## src/rtl/gpio_pkg.sv

```systemverilog
// Purpose: constants shared by the port pin control block
// Assumes: AXI4-Lite register bus, 32-bit data, word-aligned registers
// Notes: printed offsets are not multiples of four, so they are indices
package gpio_pkg;
    localparam int PORT_W = 8;
    localparam int ADDR_W = 8;
    localparam int PC_GROUP_W = 4;
    // register indices; byte address is four times the index
    localparam logic [5:0] IDX_PORT_B_OUT = 6'h06;
    localparam logic [5:0] IDX_PORT_B_PUE = 6'h07;
    localparam logic [5:0] IDX_PORT_C_IN = 6'h08;
    localparam logic [5:0] IDX_PORT_B_DIR = 6'h09;
    localparam logic [5:0] IDX_PORT_C_OUT = 6'h0A;
    localparam logic [5:0] IDX_PORT_C_DIR = 6'h0B;
    localparam logic [5:0] IDX_PC_FLAGS = 6'h0C;
    localparam logic [5:0] IDX_PC_CTRL = 6'h0D;
    localparam logic [5:0] IDX_PC_MASK3 = 6'h0E;
    localparam logic [5:0] IDX_PC_MASK0 = 6'h0F;
    localparam logic [5:0] IDX_ADC_DIS = 6'h10;
    localparam logic [5:0] IDX_GIE = 6'h11;
    localparam logic [5:0] IDX_IRQ_ACK = 6'h12;
    localparam logic [5:0] IDX_INT_STATUS = 6'h13;
    localparam logic [5:0] IDX_INT_ENABLE = 6'h14;
    localparam logic [5:0] IDX_INT_CLEAR = 6'h15;
    localparam logic [7:0] RESET_BYTE = 8'h00;
    localparam int FLAG_GROUP3 = 3;
    localparam int PC_CTRL_GROUP0 = 0;
    localparam int PC_CTRL_GROUP3 = 3;
    localparam int NUM_ANALOG = 3;
    localparam logic [1:0] RESP_OKAY = 2'h0;
    localparam logic [1:0] RESP_SLVERR = 2'h2;
    // interrupt status layout
    localparam int EV_PC3 = 0;
    localparam int EV_W = 1;
endpackage

```

## src/rtl/pin_change_if.sv

```systemverilog
// Purpose: one pin-change group, detector to register file
// Assumes: all signals on aclk
// Notes: event is a one-cycle pulse
`timescale 1ns/1ps
interface pin_change_if #(parameter int W = 4);
    logic [W-1:0] pins;
    logic [W-1:0] mask;
    logic event_p;
    modport det (input pins, input mask, output event_p);
    modport ctl (output pins, output mask, input event_p);
endinterface

```

## src/rtl/port_pin_control.sv

```systemverilog
// Purpose: port B/C pin control, port A input-enable overrides, pin-change flag
// Assumes: AXI4-Lite slave, pins synchronous to aclk, one clock
// Notes: unmapped addresses answer SLVERR; writes need the low byte lane strobe
//
// Function
// - reading port C input sample returns pin levels, direction ignored
// - writing one to input sample bit toggles output bit; zero leaves it
// - port B pull-up enabled exactly while its pull-up bit is set
// - port B output pin driven to its output-data bit
// - input-configured pin is not driven; output-data bit ignored
// - port B direction bit one means output, zero means input
// - port A pins 0-2 override enables and values tied to zero
// - pin 0 input override when mask and group enable, or analog disable
// - pin 1 override value is mask and group enable; enable adds disable
// - pin 2 same override; digital to pin change, analog to converter
// - flag 3 set by masked change on pin-change inputs 27:24
// - group 3 interrupt requested only with flag, global and group enable; irq ignores global and group enable
// - flag 3 cleared on interrupt entry or software write of one
// - flag register bits 7:4 always read zero
//
// Decided for this implementation: the AXI4-Lite interface to the registers.
`timescale 1ns/1ps
module port_pin_control
#(
    parameter int WIDTH = gpio_pkg::PORT_W
) (
    input wire logic aclk,
    input wire logic aresetn,
    input wire logic [gpio_pkg::ADDR_W-1:0] s_axil_awaddr,
    input wire logic [2:0] s_axil_awprot,
    input wire logic s_axil_awvalid,
    output logic s_axil_awready,
    input wire logic [31:0] s_axil_wdata,
    input wire logic [3:0] s_axil_wstrb,
    input wire logic s_axil_wvalid,
    output logic s_axil_wready,
    output logic [1:0] s_axil_bresp,
    output logic s_axil_bvalid,
    input wire logic s_axil_bready,
    input wire logic [gpio_pkg::ADDR_W-1:0] s_axil_araddr,
    input wire logic [2:0] s_axil_arprot,
    input wire logic s_axil_arvalid,
    output logic s_axil_arready,
    output logic [31:0] s_axil_rdata,
    output logic [1:0] s_axil_rresp,
    output logic s_axil_rvalid,
    input wire logic s_axil_rready,
    input wire logic [WIDTH-1:0] port_b_pin_in,
    output logic [WIDTH-1:0] port_b_pin_out,
    output logic [WIDTH-1:0] port_b_pin_oe,
    output logic [WIDTH-1:0] port_b_pullup_on,
    input wire logic [WIDTH-1:0] port_c_pin_in,
    output logic [WIDTH-1:0] port_c_pin_out,
    output logic [WIDTH-1:0] port_c_pin_oe,
    input wire logic [gpio_pkg::NUM_ANALOG-1:0] port_a_pin_in,
    input wire logic [gpio_pkg::PC_GROUP_W-1:0] pin_change_group3_in,
    output logic [gpio_pkg::NUM_ANALOG-1:0] input_enable_override_enable,
    output logic [gpio_pkg::NUM_ANALOG-1:0] input_enable_override_value,
    output logic [gpio_pkg::NUM_ANALOG-1:0] port_a_override_zero,
    output logic [gpio_pkg::NUM_ANALOG-1:0] digital_input_route,
    output logic pin_change_irq_req,
    output logic irq
);
    import gpio_pkg::*;

    if (WIDTH < 1 || WIDTH > 32) begin : g_bad_width
        $error("WIDTH must be 1 to 32");
    end

    // ************************************************************
    // registers
    // ************************************************************
    logic [WIDTH-1:0] port_b_output_data_q;
    logic [WIDTH-1:0] port_b_pullup_enable_q;
    logic [WIDTH-1:0] port_b_direction_q;
    logic [WIDTH-1:0] port_c_output_data_q;
    logic [WIDTH-1:0] port_c_direction_q;
    logic [7:0] pin_change_control_q;
    logic [PC_GROUP_W-1:0] pc_mask3_q;
    logic [NUM_ANALOG-1:0] pc_mask0_q;
    logic [NUM_ANALOG-1:0] analog_digital_disable_q;
    logic gie_q;
    logic flag3_q;
    logic [EV_W-1:0] int_status_q;
    logic [EV_W-1:0] int_enable_q;

    // ************************************************************
    // axi4-lite write channel
    // ************************************************************
    logic aw_held_q;
    logic w_held_q;
    logic [ADDR_W-1:0] awaddr_q;
    logic [31:0] wdata_q;
    logic [3:0] wstrb_q;
    logic wr_fire;
    logic [5:0] wr_idx;
    logic wr_ok;
    logic [7:0] wb;

    assign wr_fire = aw_held_q && w_held_q && !s_axil_bvalid;
    assign wr_idx = awaddr_q[7:2];
    assign wb = wdata_q[7:0];

    always_ff @(posedge aclk) begin
        if (!aresetn) begin
            aw_held_q <= 1'b0;
            w_held_q <= 1'b0;
            awaddr_q <= '0;
            wdata_q <= '0;
            wstrb_q <= '0;
        end else begin
            if (s_axil_awvalid && s_axil_awready) begin
                aw_held_q <= 1'b1;
                awaddr_q <= s_axil_awaddr;
            end else if (wr_fire) begin
                aw_held_q <= 1'b0;
            end
            if (s_axil_wvalid && s_axil_wready) begin
                w_held_q <= 1'b1;
                wdata_q <= s_axil_wdata;
                wstrb_q <= s_axil_wstrb;
            end else if (wr_fire) begin
                w_held_q <= 1'b0;
            end
        end
    end

    always_ff @(posedge aclk) begin
        if (!aresetn) begin
            s_axil_awready <= 1'b0;
            s_axil_wready <= 1'b0;
        end else begin
            s_axil_awready <= !aw_held_q && !(s_axil_awvalid && s_axil_awready) && !wr_fire;
            s_axil_wready <= !w_held_q && !(s_axil_wvalid && s_axil_wready) && !wr_fire;
        end
    end

    always_comb begin
        unique case (wr_idx)
            IDX_PORT_B_OUT, IDX_PORT_B_PUE, IDX_PORT_C_IN, IDX_PORT_B_DIR,
            IDX_PORT_C_OUT, IDX_PORT_C_DIR, IDX_PC_FLAGS, IDX_PC_CTRL,
            IDX_PC_MASK3, IDX_PC_MASK0, IDX_ADC_DIS, IDX_GIE, IDX_IRQ_ACK,
            IDX_INT_ENABLE, IDX_INT_CLEAR: wr_ok = 1'b1;
            default: wr_ok = 1'b0;
        endcase
    end

    logic we;
    assign we = wr_fire && wr_ok && wstrb_q[0];

    always_ff @(posedge aclk) begin
        if (!aresetn) begin
            s_axil_bvalid <= 1'b0;
            s_axil_bresp <= RESP_OKAY;
        end else if (wr_fire) begin
            s_axil_bvalid <= 1'b1;
            s_axil_bresp <= wr_ok ? RESP_OKAY : RESP_SLVERR;
        end else if (s_axil_bready) begin
            s_axil_bvalid <= 1'b0;
        end
    end

    // ************************************************************
    // port b and c control registers
    // ************************************************************
    always_ff @(posedge aclk) begin
        if (!aresetn) begin
            port_b_output_data_q <= '0;
            port_b_pullup_enable_q <= '0;
            port_b_direction_q <= '0;
            port_c_direction_q <= '0;
        end else if (we) begin
            if (wr_idx == IDX_PORT_B_OUT) port_b_output_data_q <= wdata_q[WIDTH-1:0];
            if (wr_idx == IDX_PORT_B_PUE) port_b_pullup_enable_q <= wdata_q[WIDTH-1:0];
            if (wr_idx == IDX_PORT_B_DIR) port_b_direction_q <= wdata_q[WIDTH-1:0];
            if (wr_idx == IDX_PORT_C_DIR) port_c_direction_q <= wdata_q[WIDTH-1:0];
        end
    end

    // toggle ignores direction bit
    always_ff @(posedge aclk) begin
        if (!aresetn) begin
            port_c_output_data_q <= '0;
        end else if (we && wr_idx == IDX_PORT_C_IN) begin
            port_c_output_data_q <= port_c_output_data_q ^ wdata_q[WIDTH-1:0];
        end else if (we && wr_idx == IDX_PORT_C_OUT) begin
            port_c_output_data_q <= wdata_q[WIDTH-1:0];
        end
    end

    // ************************************************************
    // pin-change and analog control
    // ************************************************************
    always_ff @(posedge aclk) begin
        if (!aresetn) begin
            pin_change_control_q <= RESET_BYTE;
            pc_mask3_q <= '0;
            pc_mask0_q <= '0;
            analog_digital_disable_q <= '0;
            gie_q <= 1'b0;
            int_enable_q <= '0;
        end else if (we) begin
            if (wr_idx == IDX_PC_CTRL) pin_change_control_q <= wb;
            if (wr_idx == IDX_PC_MASK3) pc_mask3_q <= wb[PC_GROUP_W-1:0];
            if (wr_idx == IDX_PC_MASK0) pc_mask0_q <= wb[NUM_ANALOG-1:0];
            if (wr_idx == IDX_ADC_DIS) analog_digital_disable_q <= wb[NUM_ANALOG-1:0];
            if (wr_idx == IDX_GIE) gie_q <= wb[0];
            if (wr_idx == IDX_INT_ENABLE) int_enable_q <= wb[EV_W-1:0];
        end
    end

    pin_change_if #(.W(PC_GROUP_W)) pc3 ();
    assign pc3.pins = pin_change_group3_in;
    assign pc3.mask = pc_mask3_q;

    pin_change_detect u_pc3 (
        .aclk(aclk),
        .aresetn(aresetn),
        .pc(pc3)
    );

    logic clr_sw;
    logic clr_isr;
    assign clr_sw = we && wr_idx == IDX_PC_FLAGS && wb[FLAG_GROUP3];
    assign clr_isr = we && wr_idx == IDX_IRQ_ACK && wb[0];

    // set wins so a change during the clear is kept
    always_ff @(posedge aclk) begin
        if (!aresetn) begin
            flag3_q <= 1'b0;
        end else if (pc3.event_p) begin
            flag3_q <= 1'b1;
        end else if (clr_sw || clr_isr) begin
            flag3_q <= 1'b0;
        end
    end

    always_ff @(posedge aclk) begin
        if (!aresetn) begin
            int_status_q <= '0;
        end else begin
            for (int i = 0; i < EV_W; i++) begin
                if (i == EV_PC3 && pc3.event_p) begin
                    int_status_q[i] <= 1'b1;
                end else if (we && wr_idx == IDX_INT_CLEAR && wb[i]) begin
                    int_status_q[i] <= 1'b0;
                end
            end
        end
    end

    // ************************************************************
    // pin outputs
    // ************************************************************
    logic [NUM_ANALOG-1:0] pc_term;
    assign pc_term = pc_mask0_q & {NUM_ANALOG{pin_change_control_q[PC_CTRL_GROUP0]}};

    always_ff @(posedge aclk) begin
        if (!aresetn) begin
            port_b_pin_out <= '0;
            port_b_pin_oe <= '0;
            port_b_pullup_on <= '0;
            port_c_pin_out <= '0;
            port_c_pin_oe <= '0;
        end else begin
            port_b_pin_oe <= port_b_direction_q;
            port_b_pin_out <= port_b_output_data_q & port_b_direction_q;
            port_b_pullup_on <= port_b_pullup_enable_q;
            port_c_pin_oe <= port_c_direction_q;
            port_c_pin_out <= port_c_output_data_q & port_c_direction_q;
        end
    end

    always_ff @(posedge aclk) begin
        if (!aresetn) begin
            input_enable_override_enable <= '0;
            input_enable_override_value <= '0;
            port_a_override_zero <= '0;
            digital_input_route <= '0;
        end else begin
            input_enable_override_enable <= pc_term | analog_digital_disable_q;
            input_enable_override_value <= pc_term;
            port_a_override_zero <= '0;
            digital_input_route <= port_a_pin_in;
        end
    end

    always_ff @(posedge aclk) begin
        if (!aresetn) begin
            pin_change_irq_req <= 1'b0;
            irq <= 1'b0;
        end else begin
            pin_change_irq_req <= flag3_q && gie_q && pin_change_control_q[PC_CTRL_GROUP3];
            irq <= |(int_status_q & int_enable_q);
        end
    end

    // ************************************************************
    // axi4-lite read channel
    // ************************************************************
    logic [31:0] rd_data;
    logic rd_ok;
    logic [5:0] rd_idx;
    assign rd_idx = s_axil_araddr[7:2];

    always_comb begin
        rd_data = '0;
        rd_ok = 1'b1;
        unique case (rd_idx)
            IDX_PORT_B_OUT: rd_data[WIDTH-1:0] = port_b_output_data_q;
            IDX_PORT_B_PUE: rd_data[WIDTH-1:0] = port_b_pullup_enable_q;
            IDX_PORT_C_IN: rd_data[WIDTH-1:0] = port_c_pin_in;
            IDX_PORT_B_DIR: rd_data[WIDTH-1:0] = port_b_direction_q;
            IDX_PORT_C_OUT: rd_data[WIDTH-1:0] = port_c_output_data_q;
            IDX_PORT_C_DIR: rd_data[WIDTH-1:0] = port_c_direction_q;
            IDX_PC_FLAGS: rd_data[FLAG_GROUP3] = flag3_q;
            IDX_PC_CTRL: rd_data[7:0] = pin_change_control_q;
            IDX_PC_MASK3: rd_data[PC_GROUP_W-1:0] = pc_mask3_q;
            IDX_PC_MASK0: rd_data[NUM_ANALOG-1:0] = pc_mask0_q;
            IDX_ADC_DIS: rd_data[NUM_ANALOG-1:0] = analog_digital_disable_q;
            IDX_GIE: rd_data[0] = gie_q;
            IDX_INT_STATUS: rd_data[EV_W-1:0] = int_status_q;
            IDX_INT_ENABLE: rd_data[EV_W-1:0] = int_enable_q;
            IDX_IRQ_ACK, IDX_INT_CLEAR: rd_data = '0;
            default: rd_ok = 1'b0;
        endcase
    end

    always_ff @(posedge aclk) begin
        if (!aresetn) begin
            s_axil_arready <= 1'b0;
            s_axil_rvalid <= 1'b0;
            s_axil_rdata <= '0;
            s_axil_rresp <= RESP_OKAY;
        end else if (s_axil_arvalid && s_axil_arready) begin
            s_axil_arready <= 1'b0;
            s_axil_rvalid <= 1'b1;
            s_axil_rdata <= rd_data;
            s_axil_rresp <= rd_ok ? RESP_OKAY : RESP_SLVERR;
        end else if (s_axil_rvalid) begin
            if (s_axil_rready) begin
                s_axil_rvalid <= 1'b0;
            end
        end else begin
            s_axil_arready <= 1'b1;
        end
    end
endmodule

```

## src/rtl/pin_change_detect.sv

```systemverilog
// Purpose: detects a logic change on any masked pin of a group
// Assumes: pins already synchronous to aclk
// Notes: first cycle after reset never reports a change
`timescale 1ns/1ps
module pin_change_detect (
    input wire logic aclk,
    input wire logic aresetn,
    pin_change_if.det pc
);
    logic [$bits(pc.pins)-1:0] last_q;
    logic armed_q;
    logic event_q;

    always_ff @(posedge aclk) begin
        if (!aresetn) begin
            last_q <= '0;
            armed_q <= 1'b0;
        end else begin
            last_q <= pc.pins;
            armed_q <= 1'b1;
        end
    end

    always_ff @(posedge aclk) begin
        if (!aresetn) begin
            event_q <= 1'b0;
        end else begin
            event_q <= armed_q && |((last_q ^ pc.pins) & pc.mask);
        end
    end

    assign pc.event_p = event_q;
endmodule

```

## config.mk

```make
export PLATFORM = sky130hd
export DESIGN_NAME = port_pin_control
export DESIGN_NICKNAME = d
export VERILOG_FILES = /design/src/rtl/gpio_pkg.sv /design/src/rtl/pin_change_if.sv /design/src/rtl/port_pin_control.sv /design/src/rtl/pin_change_detect.sv
export SDC_FILE = /design/constraint.sdc
export NUM_CORES = 1
export LEC_CHECK = 0
export BUFFER_PORTS_ARGS = -buffer_cell sky130_fd_sc_hd__buf_2
export CORE_ASPECT_RATIO = 0.75
export CORE_MARGIN = 2
export CORE_UTILIZATION = 35
export DETAILED_ROUTE_END_ITERATION = 10
export GPL_TIMING_DRIVEN = 0
export PLACE_DENSITY = 0.54
export SLEW_MARGIN = 10
export SYNTH_ARGS = -nofsm -noshare
export SYNTH_HDL_FRONTEND = slang
export SYNTH_SLANG_ARGS = --single-unit
```

## constraint.sdc

```tcl
create_clock -name aclk -period 2.1 [get_ports aclk]
set_input_delay 0.315 -clock aclk [delete_from_list [all_inputs] [get_ports aclk]]
set_output_delay 0.315 -clock aclk [all_outputs]
set_load 0.05 [all_outputs]
```

==> run summary <==
* finished, final reports clean — result of the run
* 7473 sq um — area after detailed placement
* 0 — # resized after CTS
* 3043 sq um — Reg area
* -62.67 ps — post-place setup slack
* 705 — Post-Syn Instances
* 0 — synthesis warning total
* 20.96% — global-route usage over all layers
* 17 — TritonCTS Buffers
* flop — Worst setup SP type
* sky130_fd_sc_hd__nand3_1 — slowest cell on the critical path
* 31140 microns — wire length of the first global-routing pass
* 20440 microns — final wirelength
* 35.59% — effective utilization at floorplan
* port_b_direction_q[1]$_SDFFE_PN0P_ — critical path capture point
* 0 — number of enable flip-flop cells after synthesis
* 18400 sq um — placeable core region
* 8100 sq um — final instance area
* 183 — io pins
* 102 — port buffer count
* 5.168 — routed vias/inst
* 3.532 nW — leakage power of the design
* 370 ps — Max stage delay on crit path
* 0 — final antenna diode count
* 2 — Max clock buf depth
* sky130_fd_sc_hd__clkbuf_16 — CTS root buf
* 0.8428 — global placement routability congestion
* buf_6 > and3b_1 > nand3_1 > clkbuf_1 > o21ai_0 > a21oi_1 — chain of cells forming the critical path
* 4 — deepest level of the CTS H-tree
* 60 ps — clock input transition at the sequential cells of the worst setup and hold paths
* 24.51% — proportion of layout cells with a drive suffix above 1
* 0 — CTS Hold Bufs
* 1887 — fill cell total of the finished layout
* 942 — Nets
* sky130_fd_sc_hd__dfxtp_1 (152), sky130_fd_sc_hd__buf_2 (117), sky130_fd_sc_hd__o21ai_0 (51), sky130_fd_sc_hd__a21oi_1 (51), sky130_fd_sc_hd__nand3_1 (49) — most frequent cells in the layout
* awaddr_q[7]$_SDFFE_PN0N_ — startpoint of the most critical setup path
* 2400 ps — required time of the worst setup path
* 162.0 microns — width of the die
* no — setup repair after global routing missed its margin
* 0 — count of nets left with antenna violations after detail routing
* awaddr_q[7]$_SDFFE_PN0N_ — reg2reg start
* 0 — GRT overflow
* 7 — first-pass iteration count of the detailed router
* 5276 — vias in the first global route
* 1112 — number of non-filler instances in the completed layout
* 549.6 MHz — upper clock frequency limit
* 430 ps — clock latency at the later pin of the worst-skew pair
* flop to flop — critical setup path kind
* 8.527 ps — final worst clock skew
* 0% — share of flip-flops with an asynchronous set or reset after synthesis
* 6 — R2R depth
* 46.47% — sequential fraction of the synthesis area
* 10 — peak fanout along the critical path
* 43 — row cnt
* 42.83% — worst slew slack as a fraction of its limit
* 3045 sq um — area of the multi-input gates
* 17 — largest net degree at the start of global routing
* 23.69% — synth-to-layout area growth
* 1082 — Placed Cells
* 9.289 sq um — average size of a mapped cell
* input port to flop — worst min-delay path class
* 0 — initial antenna violation count
* 14680 microns — dpl hpwl
* sky130_fd_sc_hd__dfxtp_1 — leading register cell type out of synthesis
* 0 — number of max-cap violations
* 18.38 microns — Wirelength per Cell
* 122.5 microns — Die Y
* 280.6 ps — Worst Setup Slack, final
* 0 — post-detailed-route DRC marker count
* 842.8 nW/um^2 — pwr/cell area
* 152 — number of clock sinks
* port_b_direction_q[1]$_SDFFE_PN0P_ — destination of the worst register-to-register timing path
* 19830 sq um — Die Area
* 0 — number of setup buffers added after CTS
* done — CTS tree
* 82.07 ps — final hold slack
* 0 — number of hold violations in the final report
* 280 ps — reg-to-reg setup timing slack
* sky130_fd_sc_hd__dfxtp_1 — leading cell type in the layout, fill and taps excluded
* 1819 ps — final critical path time including I/O delays and setup
* 434 — drt initial violations
* 2120 ps — CP arrival
* 6 — number of gates on the worst path with buffers counted
* simple AND/OR/NAND/NOR gates — kind of cell adding the most delay to the critical path
* 152 — Seq cells post-synth
* 2 — critical path buffer and inverter count
* 6549 sq um — cell area after technology mapping
* flop — CP Capture Type
* 86.64% — final worst-path cycle share
* 5747 — vias after detailed routing
* 0.0004253 V — Max IR drop VDD
* 0 — max-slew violation count
* 857.5 ps — transition time at the pin with the least slew margin
* 0.006827 W — sum of internal, switching and leakage power
* 62 — Distinct cells, synth
* 0 — endpoints failing setup
routing by layer:
layer	up-vias	GRT usage [%]	routed length (microns)
met5	-	0	0
met4	0	6.361	357
met3	26	5.171	1742
met2	274	28.67	7951
met1	2692	31.94	10390
li1	2755	-	-
worst min path at each step:
stage | slack (ps) | endpoint | startpoint | depth (start not counted)
floorplan | 340 | u_pc3.armed_q$_DFF_P_ | aresetn | 0
global placement | 430 | u_pc3.pc.event_p$_SDFF_PN0_ | u_pc3.armed_q$_DFF_P_ | 2
detailed placement | 430 | u_pc3.pc.event_p$_SDFF_PN0_ | u_pc3.armed_q$_DFF_P_ | 2
CTS | 70 | digital_input_route[2]$_SDFF_PN0_ | port_a_pin_in[2] | 2
global route | 90 | digital_input_route[2]$_SDFF_PN0_ | port_a_pin_in[2] | 2
finish | 80 | digital_input_route[2]$_SDFF_PN0_ | port_a_pin_in[2] | 2
cells by family (layout without fill, tap and decap cells):
| kind of cell | count (synthesis) | in the layout | synth area share (%) |
|---|---|---|---|
| AOI/OAI and AO/OA | 156 | 156 | 14.62 |
| xor gates and xnor gates | 5 | 5 | 0.6687 |
| buffers and inverters | 97 | 229 | 8.636 |
| DFF | 152 | 152 | 46.47 |
| muxes | 41 | 41 | 7.184 |
| other | 1 | 29 | 0.05726 |
| and+or+nand+nor | 253 | 253 | 22.37 |
cell type report:
cell class / instances / share of cell area, %
plain buffers: 86 / 6.472
clock buffers: 20 / 5.638
clock inverters: 10 / 2.101
inverters: 11 / 0.5097
multi-input cells: 484 / 37.60
flip-flops and latches: 152 / 37.57
well taps: 247 / 3.815
repair buffers: 102 / 6.302
per-stage QoR:
stage          util (%)  TNS [ps]
5_1_grt           44.02         0
4_1_cts           44.02         0
6_report          44.02         0
3_3_place_gp      40.62    -33.71
2_1_floorplan         -         0
3_5_place_dp      40.62    -281.9
cells in the mapped netlist, types with 8 or more instances:
cell,n,share of area (%)
sky130_fd_sc_hd__dfxtp_1,152,46
sky130_fd_sc_hd__o21ai_0,51,3.9
sky130_fd_sc_hd__a21oi_1,51,3.9
sky130_fd_sc_hd__mux2_2,8,1.4
sky130_fd_sc_hd__nand3_1,49,3.7
sky130_fd_sc_hd__nand4b_1,9,1.2
sky130_fd_sc_hd__inv_1,11,0.63
sky130_fd_sc_hd__mux2i_1,29,4.4
sky130_fd_sc_hd__nand2_1,36,2.1
sky130_fd_sc_hd__buf_2,15,1.1
sky130_fd_sc_hd__and3_1,31,3.0
sky130_fd_sc_hd__and2_1,38,3.6
sky130_fd_sc_hd__buf_4,34,3.9
sky130_fd_sc_hd__nor2_1,39,2.2
sky130_fd_sc_hd__clkbuf_1,28,1.6
power by group:
group / internal (W) / switching (W) / total [W]
logic: 0.000168 / 0.000419 / 0.000587
clock network: 0.00205 / 0.00125 / 0.00330
registers: 0.00292 / 0.0000228 / 0.00294
total: 0.00513 / 0.00169 / 0.00683
(Power assumes the default switching activity.)
